--- config.mk ---
export PLATFORM = sky130hd
export DESIGN_NAME = i2c_slave_top
export DESIGN_NICKNAME = d
export VERILOG_FILES = /design/src/shared/i2c_slave_pkg.sv /design/src/rtl/bus_timeout.sv /design/src/rtl/i2c_slave_top.sv
export VERILOG_INCLUDE_DIRS = /design/src /design/src/shared
export SDC_FILE = /design/constraint.sdc
export NUM_CORES = 1
export LEC_CHECK = 0
export BUFFER_PORTS_ARGS = -buffer_cell sky130_fd_sc_hd__buf_2
export CELL_PAD_IN_SITES_DETAIL_PLACEMENT = 1
export CELL_PAD_IN_SITES_GLOBAL_PLACEMENT = 1
export CORE_ASPECT_RATIO = 1.5
export CORE_MARGIN = 4
export CORE_UTILIZATION = 41
export CTS_CLUSTER_SIZE = 16
export DETAILED_ROUTE_END_ITERATION = 6
export PLACE_DENSITY_LB_ADDON = 0.1
export SLEW_MARGIN = 20
export SYNTH_ARGS = -nofsm -noshare
export SYNTH_HDL_FRONTEND = slang
export SYNTH_SLANG_ARGS = --single-unit
--- constraint.sdc ---
create_clock -name CLK_I -period 2.4 [get_ports CLK_I]
set_input_delay 0.36 -clock CLK_I [delete_from_list [all_inputs] [get_ports CLK_I]]
set_output_delay 0.36 -clock CLK_I [all_outputs]
set_load 0.01 [all_outputs]
--- src/shared/i2c_slave_regs.svh ---
// Register offsets, field positions, reset values and timing counts
`ifndef I2C_SLAVE_REGS_SVH
`define I2C_SLAVE_REGS_SVH
`define OFF_CONTROL_FIRST  4'h0
`define OFF_STATUS_CONTROL 4'h4
`define OFF_DATA_BUFFER    4'h8
`define OFF_OWN_ADDRESS    4'hC
`define OFF_TIMEOUT_CTRL   4'h0
`define PAGE_TIMEOUT_CTRL  1'b1
`define BIT_BUS_ENABLE     0
`define BIT_ADDR_MATCH     6
`define BIT_BUS_BUSY       5
`define BIT_TX_SELECT      4
`define BIT_ACK_OUT        3
`define BIT_READ_REQ       2
`define BIT_ACK_IN         0
`define BIT_TO_ENABLE      7
`define BIT_TO_FLAG        6
`define RST_CONTROL_FIRST  8'h00
`define RST_OWN_ADDRESS    8'h00
`define RST_DATA_BUFFER    8'h00
`define RST_TIMEOUT_CTRL   8'h00
`define SUB_CLK_DIVIDE     5'h1F
`define RESP_OKAY          2'h0
`define RESP_SLVERR        2'h2
`endif

--- src/shared/i2c_slave_pkg.sv ---
// Types used by the bus slave engine, including its time-out control register
package i2c_slave_pkg;
  typedef enum logic [2:0] {
    ST_IDLE, ST_ADDR, ST_ADDR_ACK, ST_HOLD, ST_DATA, ST_ACK, ST_WAIT_STOP
  } state_type;
  typedef struct packed {
    logic addr_match_flag;
    logic bus_busy_flag;
    logic slave_transmit_select;
    logic ack_out_value;
    logic master_read_request_flag;
    logic ack_in_flag;
  } bus_status_type;
  typedef struct packed {
    logic       timeout_enable;
    logic       timeout_flag;
    logic [5:0] timeout_period_select;
  } timeout_ctrl_type;
endpackage

--- src/rtl/bus_timeout.sv ---
// Bus lockup time-out counter clocked by the subsystem clock divided by 32
`timescale 1ns/1ps
`include "i2c_slave_regs.svh"
module bus_timeout (
  input  wire logic       clk_i,
  input  wire logic       rst_i,
  input  wire logic       sub_clk_i,
  input  wire logic       enable_i,
  input  wire logic [5:0] period_i,
  input  wire logic       arm_i,
  input  wire logic       scl_fall_i,
  input  wire logic       stop_i,
  output logic            expire_o
);
  logic       sub_s1_reg;
  logic       sub_s2_reg;
  logic       sub_s3_reg;
  logic [4:0] pre_reg;
  logic [5:0] count_reg;
  logic       run_reg;
  wire        sub_rise = sub_s2_reg & ~sub_s3_reg;
  wire        tick     = sub_rise && pre_reg == `SUB_CLK_DIVIDE;
  wire        expire   = run_reg & enable_i & tick & count_reg == period_i;

  always_ff @(posedge clk_i) begin
    sub_s1_reg <= sub_clk_i;
    sub_s2_reg <= sub_s1_reg;
    sub_s3_reg <= sub_s2_reg;
  end

  always_ff @(posedge clk_i) begin
    if (rst_i) begin
      run_reg <= 1'b0;
    end else if (stop_i || expire || !enable_i) begin
      run_reg <= 1'b0;
    end else if (arm_i) begin
      run_reg <= 1'b1;
    end
  end

  always_ff @(posedge clk_i) begin
    if (rst_i || scl_fall_i || arm_i || !run_reg) begin
      pre_reg   <= 5'h00;
      count_reg <= 6'h00;
    end else if (sub_rise) begin
      pre_reg <= pre_reg + 5'h01;
      if (tick) begin
        count_reg <= count_reg + 6'h01;
      end
    end
  end

  always_ff @(posedge clk_i) begin
    if (rst_i) begin
      expire_o <= 1'b0;
    end else begin
      expire_o <= expire;
    end
  end
endmodule

--- src/rtl/i2c_slave_top.sv ---
// I2C slave byte engine with AXI4-Lite registers and bus lockup time-out
`timescale 1ns/1ps
`include "i2c_slave_regs.svh"
module i2c_slave_top (
  input  wire logic        CLK_I,
  input  wire logic        RST_I,
  input  wire logic [4:0]  AWADDR_I,
  input  wire logic        AWVALID_I,
  output logic             AWREADY_O,
  input  wire logic [31:0] WDATA_I,
  input  wire logic [3:0]  WSTRB_I,
  input  wire logic        WVALID_I,
  output logic             WREADY_O,
  output logic [1:0]       BRESP_O,
  output logic             BVALID_O,
  input  wire logic        BREADY_I,
  input  wire logic [4:0]  ARADDR_I,
  input  wire logic        ARVALID_I,
  output logic             ARREADY_O,
  output logic [31:0]      RDATA_O,
  output logic [1:0]       RRESP_O,
  output logic             RVALID_O,
  input  wire logic        RREADY_I,
  input  wire logic        SCL_I,
  output logic             SCL_O,
  output logic             SCL_OE_O,
  input  wire logic        SDA_I,
  output logic             SDA_O,
  output logic             SDA_OE_O,
  input  wire logic        SUB_CLK_I,
  output logic             IRQ_O
);
  function automatic logic hit(input logic [4:0] addr, input logic [4:0] off);
    hit = addr[4:2] == off[4:2];
  endfunction

  localparam logic [4:0] A_C0 = {1'b0, `OFF_CONTROL_FIRST};
  localparam logic [4:0] A_C1 = {1'b0, `OFF_STATUS_CONTROL};
  localparam logic [4:0] A_DB = {1'b0, `OFF_DATA_BUFFER};
  localparam logic [4:0] A_OA = {1'b0, `OFF_OWN_ADDRESS};
  localparam logic [4:0] A_TO = {`PAGE_TIMEOUT_CTRL, `OFF_TIMEOUT_CTRL};

  logic                        scl_s1_reg, scl_s2_reg, scl_s3_reg;
  logic                        sda_s1_reg, sda_s2_reg, sda_s3_reg;
  i2c_slave_pkg::state_type    state_reg;
  i2c_slave_pkg::bus_status_type st_reg;
  i2c_slave_pkg::timeout_ctrl_type to_reg;
  logic [3:0]                  cnt_reg;
  logic [7:0]                  shift_reg;
  logic [7:0]                  data_reg;
  logic [7:0]                  own_reg;
  logic [7:0]                  ctl0_reg;
  logic                        aw_full_reg, w_full_reg;
  logic [4:0]                  aw_addr_reg;
  logic [7:0]                  w_data_reg;
  logic                        w_lane_reg;
  logic                        expire;

  // Bus line conditions from the synchronised copies only
  wire scl_rise = scl_s2_reg & ~scl_s3_reg;
  wire scl_fall = ~scl_s2_reg & scl_s3_reg;
  wire start    = scl_s2_reg & scl_s3_reg & sda_s3_reg & ~sda_s2_reg;
  wire stop     = scl_s2_reg & scl_s3_reg & ~sda_s3_reg & sda_s2_reg;
  wire is_tx    = st_reg.slave_transmit_select;
  wire addr_end = state_reg == i2c_slave_pkg::ST_ADDR && scl_fall && cnt_reg == 4'h8;
  wire addr_hit = addr_end && ctl0_reg[`BIT_BUS_ENABLE] && shift_reg[7:1] == own_reg[7:1];
  wire byte_end = state_reg == i2c_slave_pkg::ST_DATA && scl_fall && cnt_reg == 4'h8;
  wire ack_end  = state_reg == i2c_slave_pkg::ST_ACK && scl_fall;

  // Register bus decode
  wire wr_go    = aw_full_reg & w_full_reg & ~BVALID_O;
  wire wr_lane  = wr_go & w_lane_reg;
  wire wr_c0    = wr_lane & hit(aw_addr_reg, A_C0) & ~aw_addr_reg[4];
  wire wr_c1    = wr_lane & hit(aw_addr_reg, A_C1) & ~aw_addr_reg[4];
  wire wr_db    = wr_lane & hit(aw_addr_reg, A_DB) & ~aw_addr_reg[4];
  wire wr_oa    = wr_lane & hit(aw_addr_reg, A_OA) & ~aw_addr_reg[4];
  wire wr_to    = wr_lane & hit(aw_addr_reg, A_TO) & aw_addr_reg[4];
  wire wr_ok    = ~aw_addr_reg[4] | hit(aw_addr_reg, A_TO);
  wire rd_go    = ARVALID_I & ARREADY_O;
  wire rd_ok    = ~ARADDR_I[4] | hit(ARADDR_I, A_TO);
  wire rd_db    = rd_go & ~ARADDR_I[4] & hit(ARADDR_I, A_DB);
  wire in_hold  = state_reg == i2c_slave_pkg::ST_HOLD;
  wire rel_tx   = in_hold & wr_db & is_tx;
  wire rel_rx   = in_hold & rd_db & ~is_tx;
  wire [7:0] c1_view = {1'b0, st_reg.addr_match_flag, st_reg.bus_busy_flag,
                        st_reg.slave_transmit_select, st_reg.ack_out_value,
                        st_reg.master_read_request_flag, 1'b0, st_reg.ack_in_flag};
  wire [7:0] rd_mux = ARADDR_I[4] ? to_reg :
                      hit(ARADDR_I, A_C0) ? ctl0_reg :
                      hit(ARADDR_I, A_C1) ? c1_view :
                      hit(ARADDR_I, A_DB) ? data_reg : {own_reg[7:1], 1'b0};

  assign SCL_O = 1'b0;
  assign SDA_O = 1'b0;

  always_ff @(posedge CLK_I) begin
    scl_s1_reg <= SCL_I;
    scl_s2_reg <= scl_s1_reg;
    scl_s3_reg <= scl_s2_reg;
    sda_s1_reg <= SDA_I;
    sda_s2_reg <= sda_s1_reg;
    sda_s3_reg <= sda_s2_reg;
  end

  bus_timeout u_timeout (
    .clk_i      (CLK_I),
    .rst_i      (RST_I),
    .sub_clk_i  (SUB_CLK_I),
    .enable_i   (to_reg.timeout_enable),
    .period_i   (to_reg.timeout_period_select),
    .arm_i      (addr_hit),
    .scl_fall_i (scl_fall),
    .stop_i     (stop),
    .expire_o   (expire)
  );

  // Write address and data channels, taken in either order
  always_ff @(posedge CLK_I) begin
    if (RST_I) begin
      aw_full_reg <= 1'b0;
      w_full_reg  <= 1'b0;
      AWREADY_O   <= 1'b0;
      WREADY_O    <= 1'b0;
      BVALID_O    <= 1'b0;
      BRESP_O     <= `RESP_OKAY;
      aw_addr_reg <= 5'h00;
      w_data_reg  <= 8'h00;
      w_lane_reg  <= 1'b0;
    end else begin
      AWREADY_O <= ~aw_full_reg & ~(AWVALID_I & AWREADY_O);
      WREADY_O  <= ~w_full_reg & ~(WVALID_I & WREADY_O);
      if (AWVALID_I && AWREADY_O) begin
        aw_full_reg <= 1'b1;
        aw_addr_reg <= AWADDR_I;
      end
      if (WVALID_I && WREADY_O) begin
        w_full_reg <= 1'b1;
        w_data_reg <= WDATA_I[7:0];
        w_lane_reg <= WSTRB_I[0];
      end
      if (wr_go) begin
        BVALID_O <= 1'b1;
        BRESP_O  <= wr_ok ? `RESP_OKAY : `RESP_SLVERR;
      end else if (BVALID_O && BREADY_I) begin
        BVALID_O    <= 1'b0;
        aw_full_reg <= 1'b0;
        w_full_reg  <= 1'b0;
      end
    end
  end

  // Read channel; a read of the data buffer doubles as the dummy read
  always_ff @(posedge CLK_I) begin
    if (RST_I) begin
      ARREADY_O <= 1'b0;
      RVALID_O  <= 1'b0;
      RDATA_O   <= 32'h0000_0000;
      RRESP_O   <= `RESP_OKAY;
    end else if (rd_go) begin
      ARREADY_O <= 1'b0;
      RVALID_O  <= 1'b1;
      RDATA_O   <= {24'h00_0000, rd_ok ? rd_mux : 8'h00};
      RRESP_O   <= rd_ok ? `RESP_OKAY : `RESP_SLVERR;
    end else if (RVALID_O && RREADY_I) begin
      RVALID_O  <= 1'b0;
      ARREADY_O <= 1'b1;
    end else begin
      ARREADY_O <= ~RVALID_O;
    end
  end

  // Registers that a time-out leaves untouched
  always_ff @(posedge CLK_I) begin
    if (RST_I) begin
      ctl0_reg <= `RST_CONTROL_FIRST;
      own_reg  <= `RST_OWN_ADDRESS;
      data_reg <= `RST_DATA_BUFFER;
    end else begin
      if (wr_c0) ctl0_reg <= w_data_reg;
      if (wr_oa) own_reg <= {w_data_reg[7:1], 1'b0};
      if (byte_end && !is_tx) begin
        data_reg <= shift_reg;
      end else if (wr_db) begin
        data_reg <= w_data_reg;
      end
    end
  end

  // Time-out control; hardware set of the flag wins over a software clear
  always_ff @(posedge CLK_I) begin
    if (RST_I) begin
      to_reg <= `RST_TIMEOUT_CTRL;
    end else begin
      if (wr_to) to_reg.timeout_period_select <= w_data_reg[5:0];
      if (expire) begin
        to_reg.timeout_enable <= 1'b0;
        to_reg.timeout_flag   <= 1'b1;
      end else begin
        if (wr_to) to_reg.timeout_enable <= w_data_reg[`BIT_TO_ENABLE];
        if (wr_to && !w_data_reg[`BIT_TO_FLAG]) to_reg.timeout_flag <= 1'b0;
      end
    end
  end

  // Bus engine and status/control register
  always_ff @(posedge CLK_I) begin
    if (RST_I || expire) begin
      state_reg <= i2c_slave_pkg::ST_IDLE;
      st_reg    <= '0;
      cnt_reg   <= 4'h0;
      shift_reg <= 8'h00;
      SDA_OE_O  <= 1'b0;
      SCL_OE_O  <= 1'b0;
      IRQ_O     <= expire;
    end else begin
      IRQ_O <= 1'b0;
      if (wr_c1) begin
        st_reg.slave_transmit_select <= w_data_reg[`BIT_TX_SELECT];
        st_reg.ack_out_value         <= w_data_reg[`BIT_ACK_OUT];
      end
      if (start) begin
        state_reg <= i2c_slave_pkg::ST_ADDR;
        st_reg.bus_busy_flag <= 1'b1;
        cnt_reg   <= 4'h0;
        SDA_OE_O  <= 1'b0;
        SCL_OE_O  <= 1'b0;
      end else if (stop) begin
        state_reg <= i2c_slave_pkg::ST_IDLE;
        st_reg.bus_busy_flag <= 1'b0;
        SDA_OE_O  <= 1'b0;
        SCL_OE_O  <= 1'b0;
      end else begin
        if (scl_rise) begin
          shift_reg <= {shift_reg[6:0], sda_s2_reg};
          if (cnt_reg != 4'h8) cnt_reg <= cnt_reg + 4'h1;
        end
        case (state_reg)
          i2c_slave_pkg::ST_ADDR: begin
            if (addr_hit) begin
              state_reg <= i2c_slave_pkg::ST_ADDR_ACK;
              st_reg.addr_match_flag          <= 1'b1;
              st_reg.master_read_request_flag <= shift_reg[0];
              SDA_OE_O <= 1'b1;
              IRQ_O    <= 1'b1;
            end else if (addr_end) begin
              state_reg <= i2c_slave_pkg::ST_WAIT_STOP;
            end
          end
          i2c_slave_pkg::ST_ADDR_ACK: begin
            if (scl_fall) begin
              state_reg <= i2c_slave_pkg::ST_HOLD;
              SDA_OE_O  <= 1'b0;
              SCL_OE_O  <= 1'b1;
            end
          end
          i2c_slave_pkg::ST_HOLD: begin
            if (rel_tx || rel_rx) begin
              state_reg <= i2c_slave_pkg::ST_DATA;
              SCL_OE_O  <= 1'b0;
              cnt_reg   <= 4'h0;
              if (rel_tx) begin
                shift_reg <= w_data_reg;
                SDA_OE_O  <= ~w_data_reg[7];
              end
            end
          end
          i2c_slave_pkg::ST_DATA: begin
            if (byte_end) begin
              state_reg <= i2c_slave_pkg::ST_ACK;
              SDA_OE_O  <= is_tx ? 1'b0 : ~st_reg.ack_out_value;
            end else if (scl_fall && is_tx) begin
              SDA_OE_O <= ~shift_reg[7];
            end
          end
          i2c_slave_pkg::ST_ACK: begin
            if (scl_rise && is_tx) st_reg.ack_in_flag <= sda_s2_reg;
            if (ack_end) begin
              st_reg.addr_match_flag <= 1'b0;
              IRQ_O    <= 1'b1;
              SDA_OE_O <= 1'b0;
              if (is_tx && st_reg.ack_in_flag) begin
                state_reg <= i2c_slave_pkg::ST_WAIT_STOP;
              end else begin
                state_reg <= i2c_slave_pkg::ST_HOLD;
                SCL_OE_O  <= 1'b1;
              end
            end
          end
          default: begin
            SDA_OE_O <= 1'b0;
          end
        endcase
      end
    end
  end
endmodule

# After elaboration in Yosys (flattened, before gate mapping)
# Index checks and enable logic that the tools add are counted.
# Widths: inputs -> output; s select.
[totals]
inputBits = 56
register_bits = 110
elab_cells = 251
output_inout_bits = 46
[op_classes]
n_addsub = 3
eq_ne = 31
n_reduce_logical = 53
bitwise = 56
muxes = 63
[ops]
columns = ["operator", "count"]
rows = [
  ["$mux 8", 11],
  ["$and 1x1->1", 35],
  ["$mux 1", 34],
  ["$mux 3", 7],
  ["$not 1->1", 19],
  ["$reduce_and 6->1", 3],
  ["$logic_and 1x1->1", 17],
  ["$mux 4", 4],
  ["$eq 3x2->1 const B", 5],
  ["$pmux 3 s5", 1],
  ["$eq 3x3->1 const B", 4],
  ["$ne 4x3->1 const B", 3],
  ["$reduce_bool 2->1", 6],
  ["$reduce_and 5->1", 2],
  ["$eq 3x1->1 const B", 3],
  ["$ne 2x2->1 const B", 4],
  ["$reduce_and 4->1", 2],
  ["$reduce_or 2->1", 4],
  ["$eq 7x7->1", 1],
  ["$logic_or 1x1->1", 7],
  ["$reduce_bool 7->1", 1],
  ["$add 6x1->6 const B", 1],
  ["$eq 6x6->1", 1],
  ["$logic_not 3->1", 2],
  ["other kinds (19)", 29],
]

# Depth between registers and ports, before layout
[logic_depth]
ltp_word = 12
depth_mapped = 8

# By module
# A second synthesis with hierarchy kept.
[hier_totals]
hier_cells = 546
hier_area_um2 = 5017.3
[by_module_without_submodules]
columns = ["mod", "area_each_um2", "instances", "cells_each", "seq_area_each_um2"]
rows = [
  ["i2c_slave_top", 4301.6, 1, 474, 1801.7],
  ["bus_timeout", 715.7, 1, 72, 320.3],
]

# Worst setup path before layout
# Ideal clock, no wire load.
[synth_timing]
kind = "reg2reg"
startpoint = "reg BVALID_O"
endpoint = "reg shift_reg[6]"
path_slack_ns = 0.531
required_ns = 2.312
path_stages_with_launch = 8
synth_period_minus_slack_ns = 1.869
arrival_time_ns = 1.781
n_path_buf = 2
cell_sequence = "dfxtp_1 > nand4b_4 > or4_4 > buf_6 > a21boi_4 > buf_6 > nor2_1 > a311oi_2"
[synth_between]
elab_chain_cells = 10
[synth_rtl]
columns = ["item", "line", "rtl"]
rows = [
  ["from (decl)", "i2c_slave_top.sv:15", "output logic BVALID_O,"],
  ["from (signal assigned)", "i2c_slave_top.sv:124", "BVALID_O <= 1'b0;"],
  ["from (signal assigned)", "i2c_slave_top.sv:142", "BVALID_O <= 1'b1;"],
  ["from (signal assigned)", "i2c_slave_top.sv:145", "BVALID_O <= 1'b0;"],
  ["$not 1->1 *", "i2c_slave_top.sv:71", "wire wr_go = aw_full_reg & w_full_reg & ~BVALID_O;"],
  ["$and 1x1->1 *", "i2c_slave_top.sv:71", ""],
  ["$and 1x1->1 *", "i2c_slave_top.sv:72", "wire wr_lane = wr_go & w_lane_reg;"],
  ["$and 1x1->1 * (2 in series)", "i2c_slave_top.sv:75", "wire wr_db = wr_lane & hit(aw_addr_reg, A_DB) & ~aw_addr_reg[4];"],
  ["$and 1x1->1 * (2 in series)", "i2c_slave_top.sv:83", "wire rel_tx = in_hold & wr_db & is_tx;"],
  ["$mux 8 / $logic_or 1x1->1 (equally long branches)", "i2c_slave_top.sv:261, i2c_slave_top.sv:257", ""],
  ["$mux 8 *", "i2c_slave_top.sv:257", "if (rel_tx || rel_rx) begin"],
  ["$mux 8 *", "i2c_slave_top.sv:237", "case (state_reg)"],
  ["to (signal assigned)", "i2c_slave_top.sv:234", "shift_reg <= {shift_reg[6:0], sda_s2_reg};"],
  ["to (signal assigned)", "i2c_slave_top.sv:262", "shift_reg <= w_data_reg;"],
  ["to (decl)", "i2c_slave_top.sv:49", "logic [7:0] shift_reg;"],
]
# Mark *: on every way between the ends. The rest lies on a longest branch, timed or not.
# A chain may end at the register's enable or synchronous reset.

# Worst setup path in the final report
[layout_timing]
startpoint = "reg state_reg[1]"
endpoint = "reg shift_reg[6]"
[layout_between]
elab_chain_cells = 6
[layout_rtl]
columns = ["item", "line", "rtl"]
rows = [
  ["from (decl)", "i2c_slave_top.sv:45", "i2c_slave_pkg::state_type state_reg;"],
  ["from (signal assigned)", "i2c_slave_top.sv:208", "state_reg <= i2c_slave_pkg::ST_IDLE;"],
  ["from (signal assigned)", "i2c_slave_top.sv:222", "state_reg <= i2c_slave_pkg::ST_ADDR;"],
  ["from (signal assigned)", "i2c_slave_top.sv:228", "state_reg <= i2c_slave_pkg::ST_IDLE;"],
  ["$eq 3x2->1 *", "i2c_slave_top.sv:82, i2c_slave_top.sv:237", ""],
  ["$and 1x1->1 (on tied branches) (2 in series)", "i2c_slave_top.sv:83, i2c_slave_top.sv:84", ""],
  ["$mux 8 / $logic_or 1x1->1 (equally long branches)", "i2c_slave_top.sv:261, i2c_slave_top.sv:257", ""],
  ["$mux 8", "i2c_slave_top.sv:257", ""],
  ["$mux 8 *", "i2c_slave_top.sv:237", ""],
]
# Marked as above.

==> flow_summary_export.csv <==
group,metric,value,unit
outcome,status,"finished, final reports clean",
setup_path,cp_max_fo,13,
route,drcViolationCount,0,
finish,area_growth,11.4,%
synthesis,synthCells,542,
setup_path,critPathKind,"flip-flop to flip-flop",
global_routing,track_usage,18.9,%
global_routing,grt-ovfl-total,0,
worst_hold_path,worst_hold_path.endpoint,"u_timeout.sub_s1_reg",
placed_design,place_hpwl,9.77,mm
sta,finalSetupViolCount,0,
synthesis,synth_top_area_share,43.0,%
setup_path,reg2reg_depth,5,
power,peakVddDrop,0.318,mV
placed_design,place_congestion,0.843,
flow_run,drv_cap,0,
sta,rsz0062_at_grt,"false",
cts,path_clk_slew,0.07,ns
synthesis,synth_area,4940,sq um
die,placementRows,48,
setup_path,slowest_stage,"or4_4",
synthesis,synth_ff_type,"dfxtp_1",
cts,cts_setup_buffers,0,
global_routing,grt_pass1_wl,20.9,mm
sta,fmax,480,MHz
finish,final_nets,644,
finish,nFillCells,1378,
synthesis,ys_async_sr_fraction,0,%
cts,cts_buffer_depth,2,
placed_design,io_buffer_count,42,
cts,cts-htree-levels,3,
setup_path,cp-end-kind,"flip-flop",
synthesis,synth_area_leader_cell,"dfxtp_1",
route,drt_iter0_drc,132,
worst_hold_path,hp-class,"primary input to flip-flop",
power,power.density,643,nW/um^2
synthesis,synth.distinct_cells,52,
cts,clk_latency,0.34,ns
sta,skew,0.00608,ns
setup_path,worst_ep_arrival_time,2.34,ns
power,combPwrFrac,6.4,%
cts,cts_sinks,106,
power,switching_power,839,uW
synthesis,synth_edf_count,0,
finish,multiInputGateArea,2550,sq um
synthesis,ys_seq_area_share,43.0,%
setup_path,startpoint_type,"flip-flop",
setup_path,r2r_slack,0.32,ns
setup_path,max_stage_delay,0.58,ns
cts,cts_tree,"yes",
die,dieArea,13900,sq um
route,antenna_left,0,
power,power,3540,uW
die,die_y,142,um
die,start_util,42.4,%
global_routing,grt_max_degree,56,
finish,drive_gt1_share,15.8,%
setup_path,worstReg2RegStart,"state_reg[1]",
sta,maxSlewViolCount,0,
synthesis,ys_ff_latch,106,
power,p_leak,0.00231,uW
synthesis,syn_avg_cell_area,9.11,sq um
worst_hold_path,hold_path.startpoint,"SUB_CLK_I",
die,ios,102,
route,wire_per_inst,17.5,um
die,die_w,97.6,um
sta,worst_slew_pin_slew,0.664,ns
power,clkPwrFrac,41.2,%
sta,setup_tns,0,ns
die,core_area,11700,sq um
setup_path,reg2reg_to,"shift_reg[6]",
sta,hold_viol,0,
power,seq_power_share,52.4,%
route,drt-pass1-iter-count,4,
sta,final.period_utilization,86.7,%
cts,hold_buffers,0,
power,power.switching_fraction,23.7,%
route,vias_per_cell,5.32,
setup_path,path_cells,"nand3b_4 -> or4_4 -> a21boi_4 -> nor2_1 -> a311oi_2",
sta,layout_min_cycle_time,2.08,ns
sta,max-slew-margin-rel,55.7,%
worst_hold_path,hold-path-cell-count,1,
synthesis,synth_area_leaders,"dfxtp_1 43%, mux2i_1 8.7%, nor2_1 5.5%",
synthesis,yosysWarnings,0,
global_routing,antenna_found_initial,0,
cts,cts_buffers,9,
placed_design,dp_slack,0.313,ns
cts,root_buffer,"clkbuf_16",
route,routed_wl,12.9,mm
cts,cts_resized,0,
global_routing,grt_pass1_vias,4086,
setup_path,cp_data_required_time,2.66,ns
power,p_int,2700,uW
finish,regArea,2120,sq um
sta,setup_ws,0.318,ns
route,via_count,3931,
synth_stat cells, types with 3 or more instances:
cell,n
xor2_1,11
o211a_1,4
nand3_1,14
a21oi_1,31
buf_6,3
nor2b_1,6
a211oi_1,11
nor3_1,10
buf_4,30
mux4_2,5
a22oi_1,3
xnor2_1,12
mux2_2,3
o211ai_1,3
clkbuf_1,18
ha_1,5
a311oi_1,4
nand3b_1,5
nor2_1,72
nor3b_1,4
dfxtp_1,106
mux2i_1,43
inv_1,5
nand2b_1,6
nand4_1,7
or2_2,3
o21ai_0,23
nand2_1,59
and3_1,3
cells by family (layout without fill, tap and decap cells):
family / count (synthesis) / count (layout) / share of synthesized area [%]
adders and majority gates: 5 / 5 / 1.27
muxes: 51 / 51 / 11.7
AOI/OAI and AO/OA: 89 / 89 / 11.7
buffers and inverters: 59 / 78 / 7.48
DFF: 106 / 106 / 43.0
other: 1 / 29 / 0.0760
xor gates and xnor gates: 23 / 23 / 4.08
and+or+nand+nor: 208 / 208 / 20.7
placed cells by master, fill, tap and decap left out, drive strengths merged, types with 3 or more instances in the layout:
cell type / count
dfxtp: 106
nor2: 72
nand2: 59
buf: 57
mux2i: 43
a21oi: 31
conb: 28
o21ai: 23
nand3: 14
xnor2: 12
clkbuf: 12
xor2: 11
a211oi: 11
nor3: 11
nand4: 7
nand3b: 7
nor2b: 6
nand2b: 6
inv: 6
a311oi: 6
mux4: 5
ha: 5
nor3b: 4
o211a: 4
and3: 3
mux2: 3
a22oi: 3
o211ai: 3
or2: 3
nand4b: 3
worst max-delay path by stage:
stage,startpoint,end,slack (ns),cells past startpoint
4_1_cts,state_reg[1],shift_reg[6],0.33,5
6_report,state_reg[1],shift_reg[6],0.32,5
2_1_floorplan,BVALID_O,shift_reg[6],0.53,7
5_1_grt,cnt_reg[0],c1_view[2],0.22,8
3_5_place_dp,ARADDR_I[3],state_reg[0],0.31,7
3_3_place_gp,ARADDR_I[3],state_reg[0],0.32,7
stage by stage:
stage	instances	cell area [sq um]	hold slack [ns]	util, %
detailed placement	722	5210	0.314	44.7
global placement	722	5210	0.311	44.7
floorplan	569	5040	0.310	-
global route	738	5500	0.101	47.2
CTS	738	5500	0.104	47.2
finish	739	5500	0.116	47.2
power by group through the flow:
stage / clock network [uW] / logic, uW / registers, uW
2_1_floorplan: 0 / 190 / 1870
3_3_place_gp: 0 / 220 / 1890
3_5_place_dp: 0 / 227 / 1890
4_1_cts: 1500 / 228 / 1850
5_1_grt: 1570 / 252 / 1860
6_report: 1460 / 227 / 1850
metal layers:
layer,track usage [%],up-vias,wire length (um)
met3,3.14,18,313
met5,0,-,0
met4,7.73,0,310
li1,-,1919,-
met1,20.6,1939,5230
met2,35.9,55,7090
critical path: cells and delay by family (launching register included):
kind | cells | cell delay [ns]
simple gates | 3 | 0.82
compound gates | 2 | 0.65
flops | 1 | 0.53
final cells by class:
cell class,instances,share of cell area (%)
Multi-Input combinational cell,404,46.3
Sequential cell,106,38.6
Timing Repair Buffer,57,6.10
Clock buffer,12,4.30
Tap cell,150,3.41
Clock inverter,4,0.932
Inverter,5,0.341
Antenna cell,1,0.0455
Power figures use the tool's default switching activity.
